### config.mk
export PLATFORM = sky130hd
export DESIGN_NAME = pao_output_interface
export DESIGN_NICKNAME = d
export VERILOG_FILES = /design/src/pao_pkg.sv /design/src/pao_delay_line.sv /design/src/pao_output_interface.sv
export SDC_FILE = /design/constraint.sdc
export NUM_CORES = 1
export LEC_CHECK = 0
export ABC_CLOCK_PERIOD_IN_PS = 7100
export BUFFER_PORTS_ARGS = -buffer_cell sky130_fd_sc_hd__buf_4
export CAP_MARGIN = 30
export CELL_PAD_IN_SITES_DETAIL_PLACEMENT = 0
export CELL_PAD_IN_SITES_GLOBAL_PLACEMENT = 1
export CORE_MARGIN = 5
export CORE_UTILIZATION = 44
export CTS_CLUSTER_DIAMETER = 100
export DETAILED_ROUTE_END_ITERATION = 8
export PLACE_DENSITY = 0.91
export SLEW_MARGIN = 20
export SYNTH_ARGS = -nofsm -noshare
export SYNTH_HDL_FRONTEND = slang
export SYNTH_SLANG_ARGS = --single-unit
### constraint.sdc
create_clock -name mclk -period 7.1 [get_ports mclk]
set_clock_uncertainty 0.2 [all_clocks]
set_input_delay 0.355 -clock mclk [delete_from_list [all_inputs] [get_ports mclk]]
set_output_delay 0.355 -clock mclk [all_outputs]
set_load 0.005 [all_outputs]
### src/pao_pkg.sv
// Shared constants, types and decode functions for the converter output block
// Assumes a single mclk domain; the pins are synchronised by the user module
package pao_pkg;

  // Pipeline shape
  localparam int STAGES      = 9;
  localparam int RES_STAGES  = 8;
  localparam int CODE_W      = 2;
  localparam int WORD_W      = 10;
  localparam int LATENCY     = STAGES - 1;
  localparam int SYNC_STAGES = 3;

  // APB map
  localparam int         APB_AW     = 8;
  localparam int         APB_DW     = 32;
  localparam logic [7:0] REG_STATUS = 8'h00;
  localparam logic [7:0] REG_MASK   = 8'h04;
  localparam logic [7:0] REG_DATA   = 8'h08;
  localparam logic [7:0] REG_COUNT  = 8'h0C;

  // Event bits, same layout in status and mask
  localparam int         EV_W     = 2;
  localparam int         EV_OOR   = 0;
  localparam int         EV_WORD  = 1;
  localparam logic [1:0] EV_RST   = 2'h0;
  localparam logic [1:0] MASK_RST = 2'h0;

  // Data register fields above the word
  localparam int DATA_OOR_BIT = 10;
  localparam int DATA_FMT_BIT = 11;
  localparam int DATA_OE_BIT  = 12;

  // Synchronised pin levels
  localparam int         PIN_W       = 3;
  localparam int         PIN_CLK     = 0;
  localparam int         PIN_OE      = 1;
  localparam int         PIN_FMT     = 2;
  localparam logic [2:0] PIN_LVL_RST = 3'h6;

  // Raw stage decisions from the analog pipeline
  typedef struct packed {
    logic [RES_STAGES-1:0][CODE_W-1:0] code;
    logic                              last;
  } pao_dec_s;

  // Output pin group
  typedef struct packed {
    logic [WORD_W-1:0] word;
    logic              outOfRange;
    logic              dataReadyOut;
  } pao_pins_s;

  // Redundancy removal: weighted sum of overlapping stage codes
  function automatic logic [WORD_W-1:0] pao_correct(input pao_dec_s d);
    logic [WORD_W:0] acc;
    acc = {{WORD_W{1'b0}}, d.last};
    for (int i = 0; i < RES_STAGES; i++)
    begin
      acc = acc + ({{(WORD_W-1){1'b0}}, d.code[i]} << (RES_STAGES - i));
    end
    return acc[WORD_W-1:0];
  endfunction : pao_correct

  // Saturated word: all zeros or all ones
  function automatic logic pao_is_oor(input logic [WORD_W-1:0] w);
    return (&w) | ~(|w);
  endfunction : pao_is_oor

endpackage : pao_pkg

### src/pao_delay_line.sv
// Shift-register delay line with registered output
// Assumes shift is a one-cycle pulse from the same clock
`timescale 1ns/1ps
module pao_delay_line
#(
  parameter int WIDTH = 2,
  parameter int DEPTH = 1
)
(
  // Clock and reset
  input  wire logic             mclk,
  input  wire logic             rst,
  // Data
  input  wire logic             shift,
  input  wire logic [WIDTH-1:0] din,
  output logic      [WIDTH-1:0] dout
);

  if (WIDTH < 1 || DEPTH < 1)
  begin : g_bad_param
    $error("pao_delay_line: WIDTH and DEPTH must be at least 1");
  end

  logic [DEPTH-1:0][WIDTH-1:0] taps_r;
  logic [DEPTH:0][WIDTH-1:0]   chain;

  // New value enters tap 0, the oldest one drops out
  assign chain = {taps_r, din};

  always_ff @(posedge mclk or posedge rst)
  begin
    if (rst)
      taps_r <= '0;
    else if (shift)
      taps_r <= chain[DEPTH-1:0];
  end

  assign dout = taps_r[DEPTH-1];

endmodule : pao_delay_line

### src/pao_output_interface.sv
// Digital back end of a pipelined converter: alignment, correction, coding,
// out-of-range flag, data-ready strobe, tri-state control and APB registers
// Assumes sampling clock and control pins are asynchronous to mclk
//
// Operation
// RULE1: sample on clock rise, output on ready fall
// RULE2: nine stages, eight 1.5-bit, one comparator
// RULE3: align stage results, then remove redundancy
// RULE4: format low gives inverted MSB only
// RULE5: format high gives plain offset binary
// RULE6: enable low drives every output pin
// RULE7: enable high floats every output pin
// RULE8: conversion continues while outputs float
// RULE9: flag high when input beyond full scale
// RULE10: flag from all-zero or all-one word
// RULE11: data ready mirrors the sampling clock
// RULE12: clock source keeps 45 to 55 percent duty
// RULE13: partner keeps clock running, at least 0.5 Msps
// RULE14: fixed whole-cycle latency held as constant
//
// The address map and register access over APB were decided locally.
`timescale 1ns/1ps
module pao_output_interface
#(
  parameter int COUNT_W = 16
)
(
  // Clock and reset
  input  wire logic                      mclk,
  input  wire logic                      rst,
  // Converter pins and analog decisions
  input  wire logic                      sampleClk,
  input  wire logic                      outputFormatSelectN,
  input  wire logic                      outputEnableN,
  input  wire pao_pkg::pao_dec_s         stageDec,
  output pao_pkg::pao_pins_s             pinsOut,
  output pao_pkg::pao_pins_s             pinsOeN,
  // APB slave
  input  wire logic                      psel,
  input  wire logic                      penable,
  input  wire logic                      pwrite,
  input  wire logic [pao_pkg::APB_AW-1:0] paddr,
  input  wire logic [pao_pkg::APB_DW-1:0] pwdata,
  output logic      [pao_pkg::APB_DW-1:0] prdata,
  output logic                           pready,
  output logic                           pslverr,
  // Interrupt
  output logic                           irq
);
  import pao_pkg::*;

  if (COUNT_W < 1 || COUNT_W > APB_DW)
  begin : g_bad_param
    $error("pao_output_interface: COUNT_W must lie in 1..32");
  end

  if (STAGES != RES_STAGES + 1 || LATENCY != RES_STAGES)
  begin : g_bad_shape
    $error("pao_output_interface: pipeline shape inconsistent");
  end

  ////////////////////////////////////////////////////////////////////////////
  // Pin synchronisers
  ////////////////////////////////////////////////////////////////////////////

  logic [PIN_W-1:0] syncS1_r;
  logic [PIN_W-1:0] syncS2_r;
  logic [PIN_W-1:0] syncS3_r;
  logic [PIN_W-1:0] pinLvl_r;
  logic [PIN_W-1:0] pinLvl_nxt;
  logic [PIN_W-1:0] pinStable;
  pao_dec_s         decS1_r;
  pao_dec_s         decS2_r;
  pao_dec_s         decS3_r;
  logic             riseEv;
  logic             fallEv;
  logic             fmtLvl;
  logic             oeNLvl;

  always_ff @(posedge mclk or posedge rst)
  begin
    if (rst)
    begin
      syncS1_r <= PIN_LVL_RST;
      syncS2_r <= PIN_LVL_RST;
      syncS3_r <= PIN_LVL_RST;
      pinLvl_r <= PIN_LVL_RST;
    end
    else
    begin
      syncS1_r <= {outputFormatSelectN, outputEnableN, sampleClk};
      syncS2_r <= syncS1_r;
      syncS3_r <= syncS2_r;
      pinLvl_r <= pinLvl_nxt;
    end
  end

  // Decisions settle before the synchronised clock edge is seen
  always_ff @(posedge mclk or posedge rst)
  begin
    if (rst)
    begin
      decS1_r <= '0;
      decS2_r <= '0;
      decS3_r <= '0;
    end
    else
    begin
      decS1_r <= stageDec;
      decS2_r <= decS1_r;
      decS3_r <= decS2_r;
    end
  end

  // A level counts once the second and third stages agree
  assign pinStable  = ~(syncS2_r ^ syncS3_r);
  assign pinLvl_nxt = (syncS3_r & pinStable) | (pinLvl_r & ~pinStable);
  assign riseEv     = pinLvl_nxt[PIN_CLK] & ~pinLvl_r[PIN_CLK]; // RULE1
  assign fallEv     = ~pinLvl_nxt[PIN_CLK] & pinLvl_r[PIN_CLK]; // RULE1
  assign fmtLvl     = pinLvl_r[PIN_FMT];
  assign oeNLvl     = pinLvl_r[PIN_OE];

  ////////////////////////////////////////////////////////////////////////////
  // Stage alignment and correction
  ////////////////////////////////////////////////////////////////////////////

  wire logic [RES_STAGES-1:0][CODE_W-1:0] alignedCode;
  wire logic                              alignedLast;
  pao_dec_s                               aligned;
  logic [WORD_W-1:0]                      corrWord;
  logic                                   corrOor;

  // Stage i decides sample n-i at rise n; delay STAGES-i lines them up
  for (genvar i = 0; i < RES_STAGES; i++)
  begin : g_align
    pao_delay_line #(
      .WIDTH (CODE_W),
      .DEPTH (STAGES - i)
    ) u_stage (
      .mclk  (mclk),
      .rst   (rst),
      .shift (riseEv),
      .din   (decS3_r.code[i]),
      .dout  (alignedCode[i])
    ); // RULE2 RULE3
  end

  pao_delay_line #(
    .WIDTH (1),
    .DEPTH (STAGES - RES_STAGES)
  ) u_last (
    .mclk  (mclk),
    .rst   (rst),
    .shift (riseEv),
    .din   (decS3_r.last),
    .dout  (alignedLast)
  ); // RULE2 RULE3

  assign aligned.code = alignedCode;
  assign aligned.last = alignedLast;
  assign corrWord     = pao_correct(aligned); // RULE3
  assign corrOor      = pao_is_oor(corrWord); // RULE10

  ////////////////////////////////////////////////////////////////////////////
  // Output register and pin drive
  ////////////////////////////////////////////////////////////////////////////

  logic [WORD_W-1:0]  dataWord_r;
  logic [WORD_W-1:0]  dataWord_nxt;
  logic               oor_r;
  logic [COUNT_W-1:0] sampleCnt_r;

  // Only the MSB differs between the two codings
  assign dataWord_nxt = {corrWord[WORD_W-1] ^ ~fmtLvl,
                         corrWord[WORD_W-2:0]}; // RULE4 RULE5

  // Words leave on the ready fall, whatever the enable, so they stay current
  always_ff @(posedge mclk or posedge rst)
  begin
    if (rst)
    begin
      dataWord_r <= '0;
      oor_r      <= 1'b0;
    end
    else if (fallEv)
    begin
      dataWord_r <= dataWord_nxt; // RULE1 RULE14
      oor_r      <= corrOor;      // RULE9
    end
  end

  always_ff @(posedge mclk or posedge rst)
  begin
    if (rst)
      sampleCnt_r <= '0;
    else if (riseEv)
      sampleCnt_r <= sampleCnt_r + 1'b1; // RULE8
  end

  assign pinsOut.word         = dataWord_r;
  assign pinsOut.outOfRange   = oor_r;
  assign pinsOut.dataReadyOut = pinLvl_r[PIN_CLK]; // RULE11
  assign pinsOeN = {($bits(pao_pins_s)){oeNLvl}}; // RULE6 RULE7

  ////////////////////////////////////////////////////////////////////////////
  // APB registers and interrupt
  ////////////////////////////////////////////////////////////////////////////

  logic [EV_W-1:0]   status_r;
  logic [EV_W-1:0]   status_nxt;
  logic [EV_W-1:0]   mask_r;
  logic [EV_W-1:0]   evSet;
  logic [EV_W-1:0]   w1c;
  logic [APB_DW-1:0] rdMux;
  logic [APB_DW-1:0] prdata_r;
  logic              accessPh;
  logic              wrEn;
  logic              selStatus;
  logic              selMask;
  logic              selData;
  logic              selCount;
  logic              mapped;

  assign accessPh  = psel & penable;
  assign wrEn      = accessPh & pwrite & mapped;
  assign selStatus = paddr == REG_STATUS;
  assign selMask   = paddr == REG_MASK;
  assign selData   = paddr == REG_DATA;
  assign selCount  = paddr == REG_COUNT;
  assign mapped    = selStatus | selMask | selData | selCount;

  assign evSet[EV_OOR]  = fallEv & corrOor;
  assign evSet[EV_WORD] = fallEv;
  assign w1c        = (wrEn & selStatus) ? pwdata[EV_W-1:0] : '0;
  // Set wins over a clear in the same cycle
  assign status_nxt = (status_r & ~w1c) | evSet;

  assign rdMux =
    selStatus ? {{(APB_DW-EV_W){1'b0}}, status_r} :
    selMask   ? {{(APB_DW-EV_W){1'b0}}, mask_r} :
    selData   ? {{(APB_DW-DATA_OE_BIT-1){1'b0}}, oeNLvl, fmtLvl, oor_r,
                 dataWord_r} :
    selCount  ? {{(APB_DW-COUNT_W){1'b0}}, sampleCnt_r} :
                '0;

  always_ff @(posedge mclk or posedge rst)
  begin
    if (rst)
    begin
      status_r <= EV_RST;
      mask_r   <= MASK_RST;
      prdata_r <= '0;
    end
    else
    begin
      status_r <= status_nxt;
      if (wrEn && selMask)
        mask_r <= pwdata[EV_W-1:0];
      if (psel && !penable)
        prdata_r <= rdMux;
    end
  end

  assign prdata  = prdata_r;
  assign pready  = 1'b1;
  assign pslverr = accessPh & ~mapped;
  assign irq     = |(status_r & mask_r);

  ////////////////////////////////////////////////////////////////////////////
  // Assertions
  ////////////////////////////////////////////////////////////////////////////

  AST_DR_RISE: assert property (@(posedge mclk) disable iff (rst) // RULE11
    riseEv |=> pinsOut.dataReadyOut)
    else $error("data ready did not follow sampling clock rise");

  AST_WORD_ON_FALL: assert property (@(posedge mclk) disable iff (rst) // RULE1
    $fell(pinsOut.dataReadyOut) |->
      pinsOut.word[WORD_W-2:0] == $past(corrWord[WORD_W-2:0]))
    else $error("word not updated at data ready fall");

  AST_WORD_HOLD: assert property (@(posedge mclk) disable iff (rst) // RULE1
    !$fell(pinsOut.dataReadyOut) |-> $stable(pinsOut.word))
    else $error("word changed away from data ready fall");

  AST_TWOS_MSB: assert property (@(posedge mclk) disable iff (rst) // RULE4
    ($fell(pinsOut.dataReadyOut) && !$past(fmtLvl)) |->
      pinsOut.word[WORD_W-1] == !$past(corrWord[WORD_W-1]))
    else $error("msb not inverted in twos complement mode");

  AST_BIN_MSB: assert property (@(posedge mclk) disable iff (rst) // RULE5
    ($fell(pinsOut.dataReadyOut) && $past(fmtLvl)) |->
      pinsOut.word[WORD_W-1] == $past(corrWord[WORD_W-1]))
    else $error("msb altered in binary mode");

  AST_DRIVE: assert property (@(posedge mclk) disable iff (rst) // RULE6
    !outputEnableN [*4] |=> pinsOeN == '0)
    else $error("outputs not driven while enabled");

  AST_HIZ: assert property (@(posedge mclk) disable iff (rst) // RULE7
    outputEnableN [*4] |=> pinsOeN == '1)
    else $error("outputs driven while disabled");

  AST_OOR_FLAG: assert property (@(posedge mclk) // RULE9 RULE10
    disable iff (rst) $fell(pinsOut.dataReadyOut) |->
      pinsOut.outOfRange == pao_is_oor($past(corrWord)))
    else $error("out of range flag does not match word");

  AST_CONV_HIZ: assert property (@(posedge mclk) disable iff (rst) // RULE8
    (riseEv && oeNLvl) |=> sampleCnt_r == $past(sampleCnt_r) + 1'b1)
    else $error("conversion stalled while outputs float");

  AST_LAST_ALIGN: assert property (@(posedge mclk) disable iff (rst) // RULE3
    riseEv |=> alignedLast == $past(decS3_r.last))
    else $error("comparator stage not aligned");

  AST_DR_FALL: assert property (@(posedge mclk) disable iff (rst) // RULE11
    fallEv |=> !pinsOut.dataReadyOut)
    else $error("data ready did not follow sampling clock fall");

  AST_DR_STABLE: assert property (@(posedge mclk) disable iff (rst) // RULE11
    !(riseEv || fallEv) |=> $stable(pinsOut.dataReadyOut))
    else $error("data ready moved without a sampling clock edge");

  AST_OOR_HOLD: assert property (@(posedge mclk) disable iff (rst) // RULE9
    !$fell(pinsOut.dataReadyOut) |-> $stable(pinsOut.outOfRange))
    else $error("out of range flag changed away from data ready fall");

  AST_OOR_SAT: assert property (@(posedge mclk) disable iff (rst) // RULE10
    ($fell(pinsOut.dataReadyOut) && pinsOut.outOfRange) |->
      ($past(corrWord) == '0 || $past(corrWord) == '1))
    else $error("out of range flag without a saturated word");

  AST_OOR_EVENT: assert property (@(posedge mclk) disable iff (rst) // RULE9
    ($fell(pinsOut.dataReadyOut) && pinsOut.outOfRange) |->
      status_r[EV_OOR])
    else $error("out of range event not recorded");

  AST_WORD_EVENT: assert property (@(posedge mclk) disable iff (rst) // RULE1
    $fell(pinsOut.dataReadyOut) |-> status_r[EV_WORD])
    else $error("new word event not recorded");

  AST_CNT_HOLD: assert property (@(posedge mclk) disable iff (rst) // RULE8
    !riseEv |=> $stable(sampleCnt_r))
    else $error("sample count moved without a sampling clock rise");

endmodule : pao_output_interface

# Word-level counts from Yosys, hierarchy flattened
# Cells that the tools add are included.
# word_totals
wordCells	134
out_inout_bits	59
ff_bits	215
# classes
eq_ne	3
bitwise	28
n_reduce_logical	7
addsub	9
mux	5
# op_table
cell	count
$mux 16	4
$add 16x1->16 const B	1
$eq 8x4->1 const B	2
$add 1x10->10	1
$add 10x3->10	1
$add 10x4->10	1
$add 10x5->10	1
$add 10x6->10	1
$add 10x7->10	1
$add 10x8->10	1
$add 10x9->10	1
$reduce_and 10->1	1
$reduce_or 10->1	1
$and 1x1->1	8
$eq 8x3->1 const B	1
$logic_not 8->1	1
$and 3x3->3	2
$not 3->3	2
$not 1->1	5
$and 2x2->2	2
$or 1x1->1	4
$or 3x3->3	1
$xor 3x3->3	1
$logic_and 1x1->1	2
other kinds (6)	6

# Logic depth before layout (Yosys ltp)
# Gate-level depths: netlist of the first run.
# logic_depth
word_depth	13
depth_mapped	7

# By module
# Synthesis of the first run repeated with hierarchy kept, for this count alone.
# unflattened
cells_unflattened	549
hier_area_um2	7978.9
# modules_own_cells
module	cells_per_inst	area_per_inst_um2	seq_area_each_um2	instances
pao_output_interface	337	4270.3	2762.6	1
pao_delay_line (g_align[0].u_stage)	41	740.7	450.4	1
pao_delay_line (g_align[1].u_stage)	37	668.1	400.4	1
pao_delay_line (g_align[2].u_stage)	32	538.0	350.3	1
pao_delay_line (g_align[3].u_stage)	28	503.0	300.3	1
pao_delay_line (g_align[4].u_stage)	24	430.4	250.2	1
pao_delay_line (g_align[5].u_stage)	20	350.3	200.2	1
pao_delay_line (g_align[6].u_stage)	16	270.3	150.1	1
pao_delay_line (g_align[7].u_stage)	11	163.9	100.1	1
pao_delay_line (u_last)	3	43.8	25.0	1

# Least setup slack after synthesis of the first run
# OpenSTA, ideal clock, no wires.
# synth_timing
path_kind	reg2reg
from	register g_align[6].u_stage.taps_r (netlist bit g_align[6].u_stage.dout[0])
to	register oor_r
synth_period_minus_slack_ns	2.591
path_stages_with_launch	8
setup_ns	0.078
arrival_time_ns	2.313
setup_slack_ns	4.509
n_path_buf	0
cell_sequence	dfrtp_1 ha_1 fa_1 a211oi_1 or2_1 o311ai_1 or4b_1 o21ai_1
# synth_between
elab_chain_len	5
# synth_lines
element	line	text
start, declared	pao_delay_line.sv:24	logic [DEPTH-1:0][WIDTH-1:0] taps_r;
start signal, assigned	pao_delay_line.sv:35	taps_r <= chain[DEPTH-1:0];
$add 10x4->10 (*)	pao_pkg.sv:59	acc = acc + ({{(WORD_W-1){1'b0}}, d.code[i]} << (RES_STAGES - i));
$add 10x3->10 (*)	pao_pkg.sv:59	
$reduce_or 10->1	pao_pkg.sv:66	return (&w) | ~(|w);
$not 1->1	pao_pkg.sv:66	
$or 1x1->1 (*)	pao_pkg.sv:66	
end signal, assigned	pao_output_interface.sv:188	oor_r <= corrOor;
end, declared	pao_output_interface.sv:170	logic oor_r;
# Every way passes the cells marked *; elsewhere a longest branch is shown, timed or not.
# A chain may end at the register's enable or synchronous reset.

# Final worst setup path of the first run
# layout_timing
from	register g_align[6].u_stage.taps_r (netlist bit g_align[6].u_stage.dout[0])
to	register status_r[0]
# layout_between
elab_chain_len	7
# layout_lines
element	line	text
$add 10x4->10 (*)	pao_pkg.sv:59	
$add 10x3->10 (*)	pao_pkg.sv:59	
$reduce_or 10->1	pao_pkg.sv:66	
$not 1->1	pao_pkg.sv:66	
$or 1x1->1 (*)	pao_pkg.sv:66	
$and 1x1->1 (*)	pao_output_interface.sv:232	assign evSet[EV_OOR] = fallEv & corrOor;
$or 2x2->2 (*)	pao_output_interface.sv:236	assign status_nxt = (status_r & ~w1c) | evSet;
via status_nxt[0]	pao_output_interface.sv:210	logic [EV_W-1:0] status_nxt;
end signal, assigned	pao_output_interface.sv:256	status_r <= status_nxt;
end, declared	pao_output_interface.sv:209	logic [EV_W-1:0] status_r;
# The timed path passes the listed nets; every way through them passes the cells marked *.

==> results of run 1 <==
[metrics by stage]
step | area (sq um) | hold slack (ns) | power [mW]
finish | 9090 | 0.125 | 2.68
global route | 9090 | 0.142 | 2.85
CTS | 9040 | 0.109 | 2.72
detailed placement | 8250 | 0.135 | 1.80
global placement | 8250 | 0.132 | 1.78
floorplan | 7690 | 0.131 | 1.67
[registers in the layout, summed over array words and instances, names as in the netlist, 2 cells and up, named ones only]
signal and count:
decS2_r 17, decS1_r 17, g_align.u_stage.dout 16, mask_r 2, syncS2_r 3, status_r 2, sampleCnt_r 16, g_align.u_stage.chain 72
dataWord_r 10, prdata 16, syncS1_r 3, syncS3_r 3, decS3_r 17
[cell usage after synthesis (2+ instances only)]
cell,instances,area [sq um]
o21ai_0,5,25.0
nor3_1,2,10.0
nand2_1,321,1200
buf_4,31,233
dfrtp_1,191,4780
a41oi_1,2,17.5
or2_1,2,12.5
a22oi_1,12,90.1
nand4_1,3,18.8
a221oi_1,2,17.5
o21ai_1,16,80.1
nor4_1,2,12.5
inv_1,4,15.0
ha_1,8,100
nor3b_1,2,15.0
buf_2,2,10.0
clkbuf_1,16,60.1
mux4_2,2,45.0
maj3_1,3,30.0
a211oi_1,2,15.0
o211ai_1,2,15.0
nor2b_1,2,12.5
and4_1,3,26.3
a22o_1,3,26.3
conb_1,2,7.51
a21oi_1,3,15.0
nand3_1,8,40.0
o21bai_1,2,15.0
dfstp_2,8,210
buf_1,8,30.0
mux2_4,2,30.0
xor2_1,3,26.3
and2_1,2,12.5
nor2_1,5,18.8
xnor2_1,15,131
[how the worst max path moves through the flow]
stage | start | end | depth (start not counted)
4_1_cts | g_align[6].u_stage.dout[0] | status_r[0] | 7
2_1_floorplan | rst | dataWord_r[0] | 1
3_3_place_gp | g_align[6].u_stage.dout[0] | status_r[0] | 7
5_1_grt | g_align[6].u_stage.dout[0] | oor_r | 7
3_5_place_dp | g_align[6].u_stage.dout[0] | status_r[0] | 7
6_report | g_align[6].u_stage.dout[0] | status_r[0] | 7
[metal layers]
metal	track usage [%]	up-vias	part of all wire (%)
li1	-	2441	-
met1	17.9	2347	45
met2	21.2	107	46
met3	3.81	19	6.3
met4	5.66	0	1.9
met5	0	-	0
[power groups by stage]
stage | sequential (mW) | clock, mW | combinational, mW
after floorplan | 1.41 | 0 | 0.267
after global placement | 1.43 | 0 | 0.351
after detailed placement | 1.44 | 0 | 0.364
after CTS | 1.42 | 0.923 | 0.376
after global routing | 1.44 | 0.972 | 0.434
final | 1.42 | 0.894 | 0.372
[kinds of logic (layout without fill, tap and decap cells)]
group | Yosys count | in the layout | share of synthesized area [%]
simple gates | 366 | 366 | 19.8
flops | 199 | 199 | 65.3
buf+inv | 61 | 141 | 4.55
compound gates | 58 | 58 | 5.18
xor+xnor | 18 | 18 | 2.06
fa+ha+maj | 12 | 12 | 1.97
mux | 4 | 4 | 0.983
other cells | 2 | 17 | 0.0983
[area by class of cell]
type	count	area, sq um
sequential	199	4990
inverter	4	22.5
multi-input combinational	475	2360
clock buffer	21	470
timing repair buffer	105	873
tap	225	282
fill	1537	8090
clock inverter	11	90.1
[worst max-delay path: cells and delay by family (launching register included)]
kind / cells / cell delay (ns)
AO/OA/AOI/OAI: 3 / 0.69
adder cells (fa/ha/maj): 2 / 0.66
flip-flops: 1 / 0.39
AND/OR/NAND/NOR: 2 / 0.77
==> flow_summary_export.csv, run 1 <==
group,metric,value,unit
run_status,status,"complete, no violations",
pwr,p_per_area,295,nW/um^2
timing,finalSetupViolCount,0,
worst_setup_path,r2r-start,"g_align[6].u_stage.dout[0]",
yosys,synth_area,7640,sq um
global_routing,grt_pass1_wl,22.2,mm
min_path,holdPathEnd,"status_r[1]",
yosys,yosysWarnings,0,
cts,cts_tree,"built",
die,core_region_area,17200,sq um
pwr,power.leakage,4.59,nW
global_routing,antenna_found_initial,0,
run,drv_cap,0,
worst_setup_path,worstReg2RegEnd,"status_r[0]",
pwr,p_comb_share,13.9,%
worst_setup_path,reg2regPathDepth,7,
routing,vias,4914,
min_path,hold_path.startpoint,"paddr[2]",
placement,dp_hpwl,7.83,mm
cts,root_buffer,"clkbuf_16",
routing,drt_pre_antenna_iters,4,
worst_setup_path,crit_type,"reg -> reg",
cts,cts_hold_buf,23,
placement,post-place-ws,4.33,ns
cts,ctsResizeCount,0,
die,die_area,20100,sq um
yosys,yosysUniqueCellTypes,59,
timing,hold_viol_final,0,
timing,clock.fmax,360,MHz
pwr,vdd_drop_max,0.180,mV
global_routing,grtUsageTotal,13.6,%
worst_setup_path,critPathArrivalTime,2.93,ns
global_routing,overflow,0,
cts,h-tree-depth,4,
timing,min_period,2.78,ns
routing,ant_nets,0,
routing,drc_errors,0,
worst_setup_path,end_kind,"register",
global_routing,grt_max_degree,129,
min_path,holdPathStages,4,
timing,period_share,39.1,%
worst_setup_path,ff2ff_setup_slack,4.32,ns
routing,drtIter0Drc,340,
pwr,switchingPower,0.720,mW
worst_setup_path,crit_chain,"ha_1 -> fa_1 -> a211oi_1 -> or2_1 -> o311ai_1 -> or4b_1 -> o21ai_1",
layout,antenna_cells,0,
yosys,ys_ff_latch,199,
die,die_h,142,microns
placement,port_buffers,76,
placement,gp_congestion,0.809,
layout,final_common_cell,"nand2_1",
layout,final_nets,876,
cts,numCtsBuffers,17,
cts,cts_buffer_depth,2,
routing,via_per_inst,4.73,
die,initial_core_util,44.5,%
timing,slew_viol_final,0,
yosys,seq_area_frac_synth,65.3,%
yosys,synth-edff-count,0,
cts,clock_sinks,199,
worst_setup_path,cpPeakStageDelay,0.56,ns
worst_setup_path,worstPathRequired,7.26,ns
yosys,synth_top_flop_cell,"dfrtp_1",
layout,layout_common_cells,"nand2_1 (321), dfrtp_1 (191), buf_4 (80)",
die,io_pins,124,
cts,post_cts.repair.setup_buffers,0,
global_routing,grt_pass1_vias,4714,
timing,rsz0062_at_grt,"false",
worst_setup_path,crit_slowest_cell,"or4b_1",
worst_setup_path,path_max_fanout,4,
timing,tightest_slew,0.923,ns
cts,path_clk_slew,0.07,ns
yosys,avgSynthCellArea,10.6,sq um
timing,relSlewSlack,38.4,%
die,rows,48,
pwr,p_int,1.96,mW
layout,stdcell_count,1040,
timing,finalSetupTns,0,ns
pwr,switching_share,26.9,%
yosys,synth-async-reset-ratio,100,%
yosys,syn_inst,720,
pwr,p_clk_share,33.3,%
routing,wl_per_cell,12.1,microns
pwr,power_frac_seq,52.8,%
worst_setup_path,cp-start-kind,"register",
layout,drive_above_1_share,16.6,%
routing,drt_wl_total,12.6,mm
layout,final_core_util,52.9,%
cts,clk_latency,0.43,ns
min_path,min-delay-path-class,"in -> reg",
timing,fin_ws,4.32,ns
placement,dp_cells,983,
die,dieWidth,142,microns
layout,syn_to_final_growth,19.0,%
No activity file was read; power rests on OpenSTA's default activity.
==> run 2, diff against run 1 <==
--- a/config.mk
+++ b/config.mk
@@ -5,16 +5,17 @@
 export SDC_FILE = /design/constraint.sdc
 export NUM_CORES = 1
 export LEC_CHECK = 0
-export ABC_CLOCK_PERIOD_IN_PS = 7100
+export ABC_AREA = 1
+export ABC_CLOCK_PERIOD_IN_PS = 2300
 export BUFFER_PORTS_ARGS = -buffer_cell sky130_fd_sc_hd__buf_4
 export CAP_MARGIN = 30
 export CELL_PAD_IN_SITES_DETAIL_PLACEMENT = 0
 export CELL_PAD_IN_SITES_GLOBAL_PLACEMENT = 1
 export CORE_MARGIN = 5
-export CORE_UTILIZATION = 44
+export CORE_UTILIZATION = 39
 export CTS_CLUSTER_DIAMETER = 100
 export DETAILED_ROUTE_END_ITERATION = 8
-export PLACE_DENSITY = 0.91
+export PLACE_DENSITY = 0.87
 export SLEW_MARGIN = 20
 export SYNTH_ARGS = -nofsm -noshare
 export SYNTH_HDL_FRONTEND = slang
==> constraint.sdc (replaced) <==
create_clock -name mclk -period 2.3 [get_ports mclk]
set_clock_uncertainty 0.2 [all_clocks]
set_input_delay 0.115 -clock mclk [delete_from_list [all_inputs] [get_ports mclk]]
set_output_delay 0.115 -clock mclk [all_outputs]
set_load 0.005 [all_outputs]
==> flow_summary_export.csv, run 2 <==
group,metric,value,unit
layout,largest_reg_flops,72,
placement,place_area,8550,sq um
layout,syn_to_final_growth,21.5,%
min_path,min-delay-path-class,"in -> reg",
cts,cts_buffer_depth,2,
timing,hold_viol_final,0,
routing,drc_errors,0,
pwr,vdd_drop_max,0.549,mV
die,rows,51,
layout,final_common_cell,"nand2_1",
die,die_h,152,microns
worst_setup_path,path_max_fanout,3,
die,die_area,23000,sq um
timing,holdWs,0.0188,ns
die,initial_core_util,39.9,%
layout,fin_area,9500,sq um
die,dieWidth,152,microns
timing,clock.fmax,447,MHz
yosys,yosysMostFrequentCell,"nand2_1",
cts,numCtsBuffers,17,
global_routing,overflow,0,
yosys,syn_inst,782,
placement,port_buffers,76,
yosys,synthTopCellsByCount,"nand2_1 (213), dfrtp_1 (191), o21ai_0 (100), inv_1 (80), nand3_1 (37)",
yosys,synth-async-reset-ratio,100,%
yosys,ys_ff_latch,199,
cts,path_clk_slew,0.07,ns
yosys,yosysUniqueCellTypes,32,
yosys,synth_mux_area_share,0,%
routing,ant_nets,0,
yosys,synth_top_family_by_area,"simple AND/OR/NAND/NOR gates",
yosys,synthAdderAreaFrac,1.79,%
timing,finalSetupViolCount,0,
cts,h-tree-depth,4,
worst_setup_path,reg2regPathDepth,12,
worst_setup_path,end_kind,"register",
global_routing,grt_pass1_wl,24.3,mm
layout,final_nets,953,
yosys,synth_compound_gate_area_share,7.55,%
timing,finalSetupTns,0,ns
layout,drive_above_1_share,16.8,%
pwr,p_total,8.78,mW
timing,period_share,97.2,%
worst_setup_path,critPathArrivalTime,2.34,ns
layout,layout_common_cells,"nand2_1 (213), dfrtp_1 (191), o21ai_0 (99)",
worst_setup_path,worstPathRequired,2.41,ns
cts,clock_sinks,199,
timing,tightest_slew,0.565,ns
cts,root_buffer,"clkbuf_16",
pwr,power.leakage,4.64,nW
yosys,synth_top_area_share,61.1,%
timing,slew_viol_final,0,
layout,final_core_util,48.5,%
timing,min_period,2.24,ns
routing,drtIter0Drc,294,
cts,post_cts.repair.setup_buffers,0,
die,io_pins,124,
routing,wl_per_cell,11.9,microns
placement,dp_hpwl,9.21,mm
cts,cts_tree,"built",
global_routing,grt_max_degree,93,
yosys,seq_area_frac_synth,63.8,%
routing,drt_wl_total,13.8,mm
global_routing,grt_pass1_vias,5152,
routing,via_per_inst,4.51,
cts,clk_latency,0.43,ns
yosys,avgSynthCellArea,10.0,sq um
global_routing,antenna_found_initial,0,
yosys,yosysWarnings,0,
yosys,synthSimpleGateAreaFrac,16.3,%
routing,drt_pre_antenna_iters,4,
die,core_region_area,19600,sq um
placement,gp_congestion,0.802,
layout,antenna_cells,0,
yosys,yosysTopAreaCell,"dfrtp_1",
yosys,synth_top_flop_cell,"dfrtp_1",
yosys,yosys-top-cells-area,"dfrtp_1 (61%), nand2_1 (10%), o21ai_0 (6.4%), inv_1 (3.8%), buf_4 (3.4%)",
yosys,synth_area,7820,sq um
min_path,holdPathStages,7,
run,drv_cap,0,
pwr,p_per_area,924,nW/um^2
timing,relSlewSlack,62.2,%
global_routing,grtUsageTotal,13.2,%
worst_setup_path,crit_type,"in -> reg",
yosys,synth-edff-count,0,
run_status,status,"complete, no violations",
yosys,synthXorXnorAreaFrac,1.68,%
routing,vias,5222,
worst_setup_path,cp-start-kind,"input pin",
## run 2: changes by cell type after synthesis, moves of 9 or more
cell,delta
a22oi_1,-12
buf_2,+9
inv_1,+76
nand2_1,-108
nand3_1,+29
nor2_1,+17
o21ai_0,+95
o21ai_1,-16
xnor2_1,-12
xor2_1,+9
## run 2: logic make-up after synthesis
group	after synthesis
xor gates and xnor gates	15
AOI/OAI and AO/OA	115
and+or+nand+nor	296
adders and majority gates	11
DFF	199
buffers and inverters	144
other	2
## run 2: final cells by class
cell class | count | area [sq um]
Clock buffer | 20 | 447
Clock inverter | 12 | 164
Fill cell | 1785 | 10100
Inverter | 87 | 330
Multi-Input combinational cell | 454 | 2210
Sequential cell | 199 | 4990
Tap cell | 265 | 332
Timing Repair Buffer | 120 | 1030
## run 2: final timing paths
path                                             from                          to  slack [ns]
max reg2reg                g_align[6].u_stage.dout[0]                 status_r[0]        0.23
min                                          paddr[1]                 status_r[0]        0.02
min in group asynchronous                         rst                  decS1_r[3]        0.10
min reg2reg                               decS1_r[13]                 decS2_r[13]        0.15
max in group asynchronous                         rst  g_align[7].u_stage.dout[0]        1.07
max                                           penable                 status_r[1]        0.06
## run 2: power by group
| group | switching, mW | internal [mW] |
|---|---|---|
| combinational | 0.757 | 0.590 |
| clock | 1.33 | 1.67 |
| sequential | 0.341 | 4.09 |
| total | 2.43 | 6.35 |
## run 2: what timing repair did
item	4_1_cts	5_1_grt
hold endpoints to repair	156	0
resized for setup	0	3
setup endpoints to repair	0	3
hold buffers	33	0
## run 2: routing by layer
metal / track usage, % / share of wire, % / up-vias
met5: 0 / 0 / -
met4: 3.64 / 0.67 / 0
met3: 3.66 / 5.5 / 6
met2: 21.3 / 48 / 119
met1: 17.6 / 46 / 2485
li1: - / - / 2612
## run 2: through the flow
| stage | worst slack [ns] | cells |
|---|---|---|
| final | 0.0649 | 1157 |
| after global routing | -0.00477 | 1157 |
| after CTS | 0.0354 | 1157 |
| after detailed placement | 0.228 | 1092 |
| after global placement | 0.239 | 1092 |
| after floorplan | -0.583 | 797 |
## run 2: worst max-delay path: stages
cell and delay [ns]:
dlygate4sd3_1 0.54, buf_4 0.12, nand3_1 0.05, dlygate4sd3_1 0.56, nor2_2 0.13, nand2_1 0.08, dlygate4sd3_1 0.56, o21ai_1 0.12
nand2_1 0.06
==> run 3, diff against run 2 <==
--- a/config.mk
+++ b/config.mk
@@ -5,7 +5,6 @@
 export SDC_FILE = /design/constraint.sdc
 export NUM_CORES = 1
 export LEC_CHECK = 0
-export ABC_AREA = 1
 export ABC_CLOCK_PERIOD_IN_PS = 2300
 export BUFFER_PORTS_ARGS = -buffer_cell sky130_fd_sc_hd__buf_4
 export CAP_MARGIN = 30
@@ -15,7 +14,7 @@
 export CORE_UTILIZATION = 39
 export CTS_CLUSTER_DIAMETER = 100
 export DETAILED_ROUTE_END_ITERATION = 8
-export PLACE_DENSITY = 0.87
+export PLACE_DENSITY = 0.86
 export SLEW_MARGIN = 20
 export SYNTH_ARGS = -nofsm -noshare
 export SYNTH_HDL_FRONTEND = slang
==> flow_summary_export.csv, run 3 (synthesized netlist as in run 1, its figures left out) <==
group,metric,value,unit
run_status,status,"complete, but fails checks",
run_status,violations,"negative setup slack",
timing,slew_viol_final,0,
cts,post_cts.repair.setup_buffers,0,
routing,via_per_inst,4.52,
placement,post-place-ws,-0.101,ns
worst_setup_path,end_kind,"register",
routing,drt_pre_antenna_iters,4,
routing,drtIter0Drc,266,
die,die_h,150,microns
die,die_area,22500,sq um
worst_setup_path,worstPathRequired,2.46,ns
global_routing,overflow,0,
timing,tightest_slew,0.651,ns
run,drv_cap,0,
timing,hold_viol_final,0,
timing,fin_ws,-0.113,ns
cts,root_buffer,"clkbuf_16",
timing,relSlewSlack,56.5,%
layout,syn_to_final_growth,22.8,%
timing,min_period,2.41,ns
layout,layout_common_cells,"nand2_1 (321), dfrtp_1 (191), buf_4 (97)",
global_routing,grtUsageTotal,13.0,%
layout,drive_above_1_share,19.1,%
pwr,p_comb_share,15.1,%
die,dieWidth,150,microns
pwr,switchingPower,2.34,mW
pwr,vdd_drop_max,0.613,mV
routing,drc_errors,0,
layout,final.fill_count,1815,
placement,gp_congestion,0.780,
pwr,power_frac_seq,51.1,%
timing,finalSetupViolCount,2,
cts,path_clk_slew,0.07,ns
pwr,p_int,6.22,mW
cts,clk_latency,0.43,ns
routing,drt_wl_total,13.6,mm
layout,final_common_cell,"nand2_1",
worst_setup_path,path_max_fanout,4,
routing,wl_per_cell,12.4,microns
global_routing,antenna_found_initial,0,
routing,vias,4976,
worst_setup_path,crit_type,"reg -> reg",
global_routing,grt_pass1_wl,23.6,mm
routing,ant_nets,0,
layout,largest_reg_flops,72,
cts,h-tree-depth,4,
die,io_pins,124,
cts,clock_sinks,199,
pwr,power.leakage,4.70,nW
timing,clock.fmax,414,MHz
pwr,switching_share,27.4,%
die,initial_core_util,39.4,%
cts,numCtsBuffers,17,
global_routing,grt_max_degree,93,
worst_setup_path,cp-start-kind,"register",
cts,cts_buffer_depth,2,
pwr,p_clk_share,33.8,%
min_path,min-delay-path-class,"in -> reg",
cts,cts_tree,"built",
global_routing,grt_pass1_vias,4831,
layout,final_nets,898,
pwr,p_per_area,913,nW/um^2
timing,rsz0062_at_grt,"true",
placement,port_buffers,76,
die,rows,51,
worst_setup_path,critPathArrivalTime,2.57,ns
die,core_region_area,19400,sq um
layout,final_core_util,48.4,%
placement,dp_hpwl,8.70,mm
layout,antenna_cells,0,
timing,period_share,105,%
-- run 3: changes by cell type in the layout (fill, tap and decap cells not counted), moves of 14 or more --
cell,before,now
nand3_1,36,8
buf_4,83,97
inv_1,79,3
nand2_1,213,321
nor2_1,21,5
o21ai_1,1,16
o21ai_0,99,5
-- run 3: stage by stage --
stage / std cells / total power, mW / area, sq um / TNS [ns] / hold WS [ns]
2_1_floorplan: 735 / 5.18 / 7720 / -111.40 / -0.0805
3_5_place_dp: 1044 / 5.71 / 8520 / -0.195 / 0.0251
6_report: 1101 / 8.57 / 9380 / -0.220 / 0.0289
3_3_place_gp: 1044 / 5.65 / 8520 / -0.145 / 0.0240
5_1_grt: 1101 / 9.08 / 9380 / -0.414 / 0.0238
4_1_cts: 1101 / 8.68 / 9380 / -0.202 / 0.00556
-- run 3: cell type report --
type                    instances  area (sq um)  area share [%]
clock buffers                  18           439            4.68
inverters                       4          18.8           0.200
multi-input cells             475          2390            25.5
repair buffers                127          1070            11.4
clock inverters                13           145            1.55
well taps                     265           332            3.53
flip-flops and latches        199          4990            53.2
-- run 3: per-layer routing --
layer | GRT usage (%) | vias to the layer above | part of all wire [%]
li1 | - | 2486 | -
met1 | 17.5 | 2382 | 47
met2 | 20.5 | 96 | 46
met3 | 3.79 | 12 | 5.7
met4 | 3.71 | 0 | 1.0
met5 | 0 | - | 0
-- run 3: worst max-delay path, cell delays in order (launching register included) --
cell      delay [ns]
dfrtp_1         0.38
ha_2            0.21
fa_2            0.37
a211oi_4        0.26
o21bai_1        0.14
a22oi_1         0.18
or4b_1          0.47
o21ai_1         0.13
-- run 3: power groups by stage --
stage / Clock [mW] / Combinational, mW / Sequential (mW)
floorplan: 0 / 0.839 / 4.35
global placement: 0 / 1.23 / 4.42
detailed placement: 0 / 1.26 / 4.44
CTS: 2.99 / 1.31 / 4.38
global route: 3.14 / 1.49 / 4.45
finish: 2.90 / 1.29 / 4.38
-- run 3: repair_timing --
item                                    CTS  global route
pin swaps                                 0             1
endpoints found under the setup margin    2             3
endpoints found under the hold margin    52             0
hold buffers                             26             0
gates resized for setup                   2             1
-- run 3: worst paths after layout --
check                                            from          end  slack [ns]  cells past startpoint
setup / recovery           g_align[6].u_stage.dout[0]  status_r[0]       -0.11                      7
hold / removal                                 pwrite    mask_r[1]        0.03                      4
setup reg to reg           g_align[6].u_stage.dout[0]  status_r[0]       -0.11                      7
hold reg to reg                           decS1_r[12]  decS2_r[12]        0.14                      0
max in group asynchronous                         rst    async pin        1.01                      4
min in group asynchronous                         rst  decS1_r[11]        0.13                      3
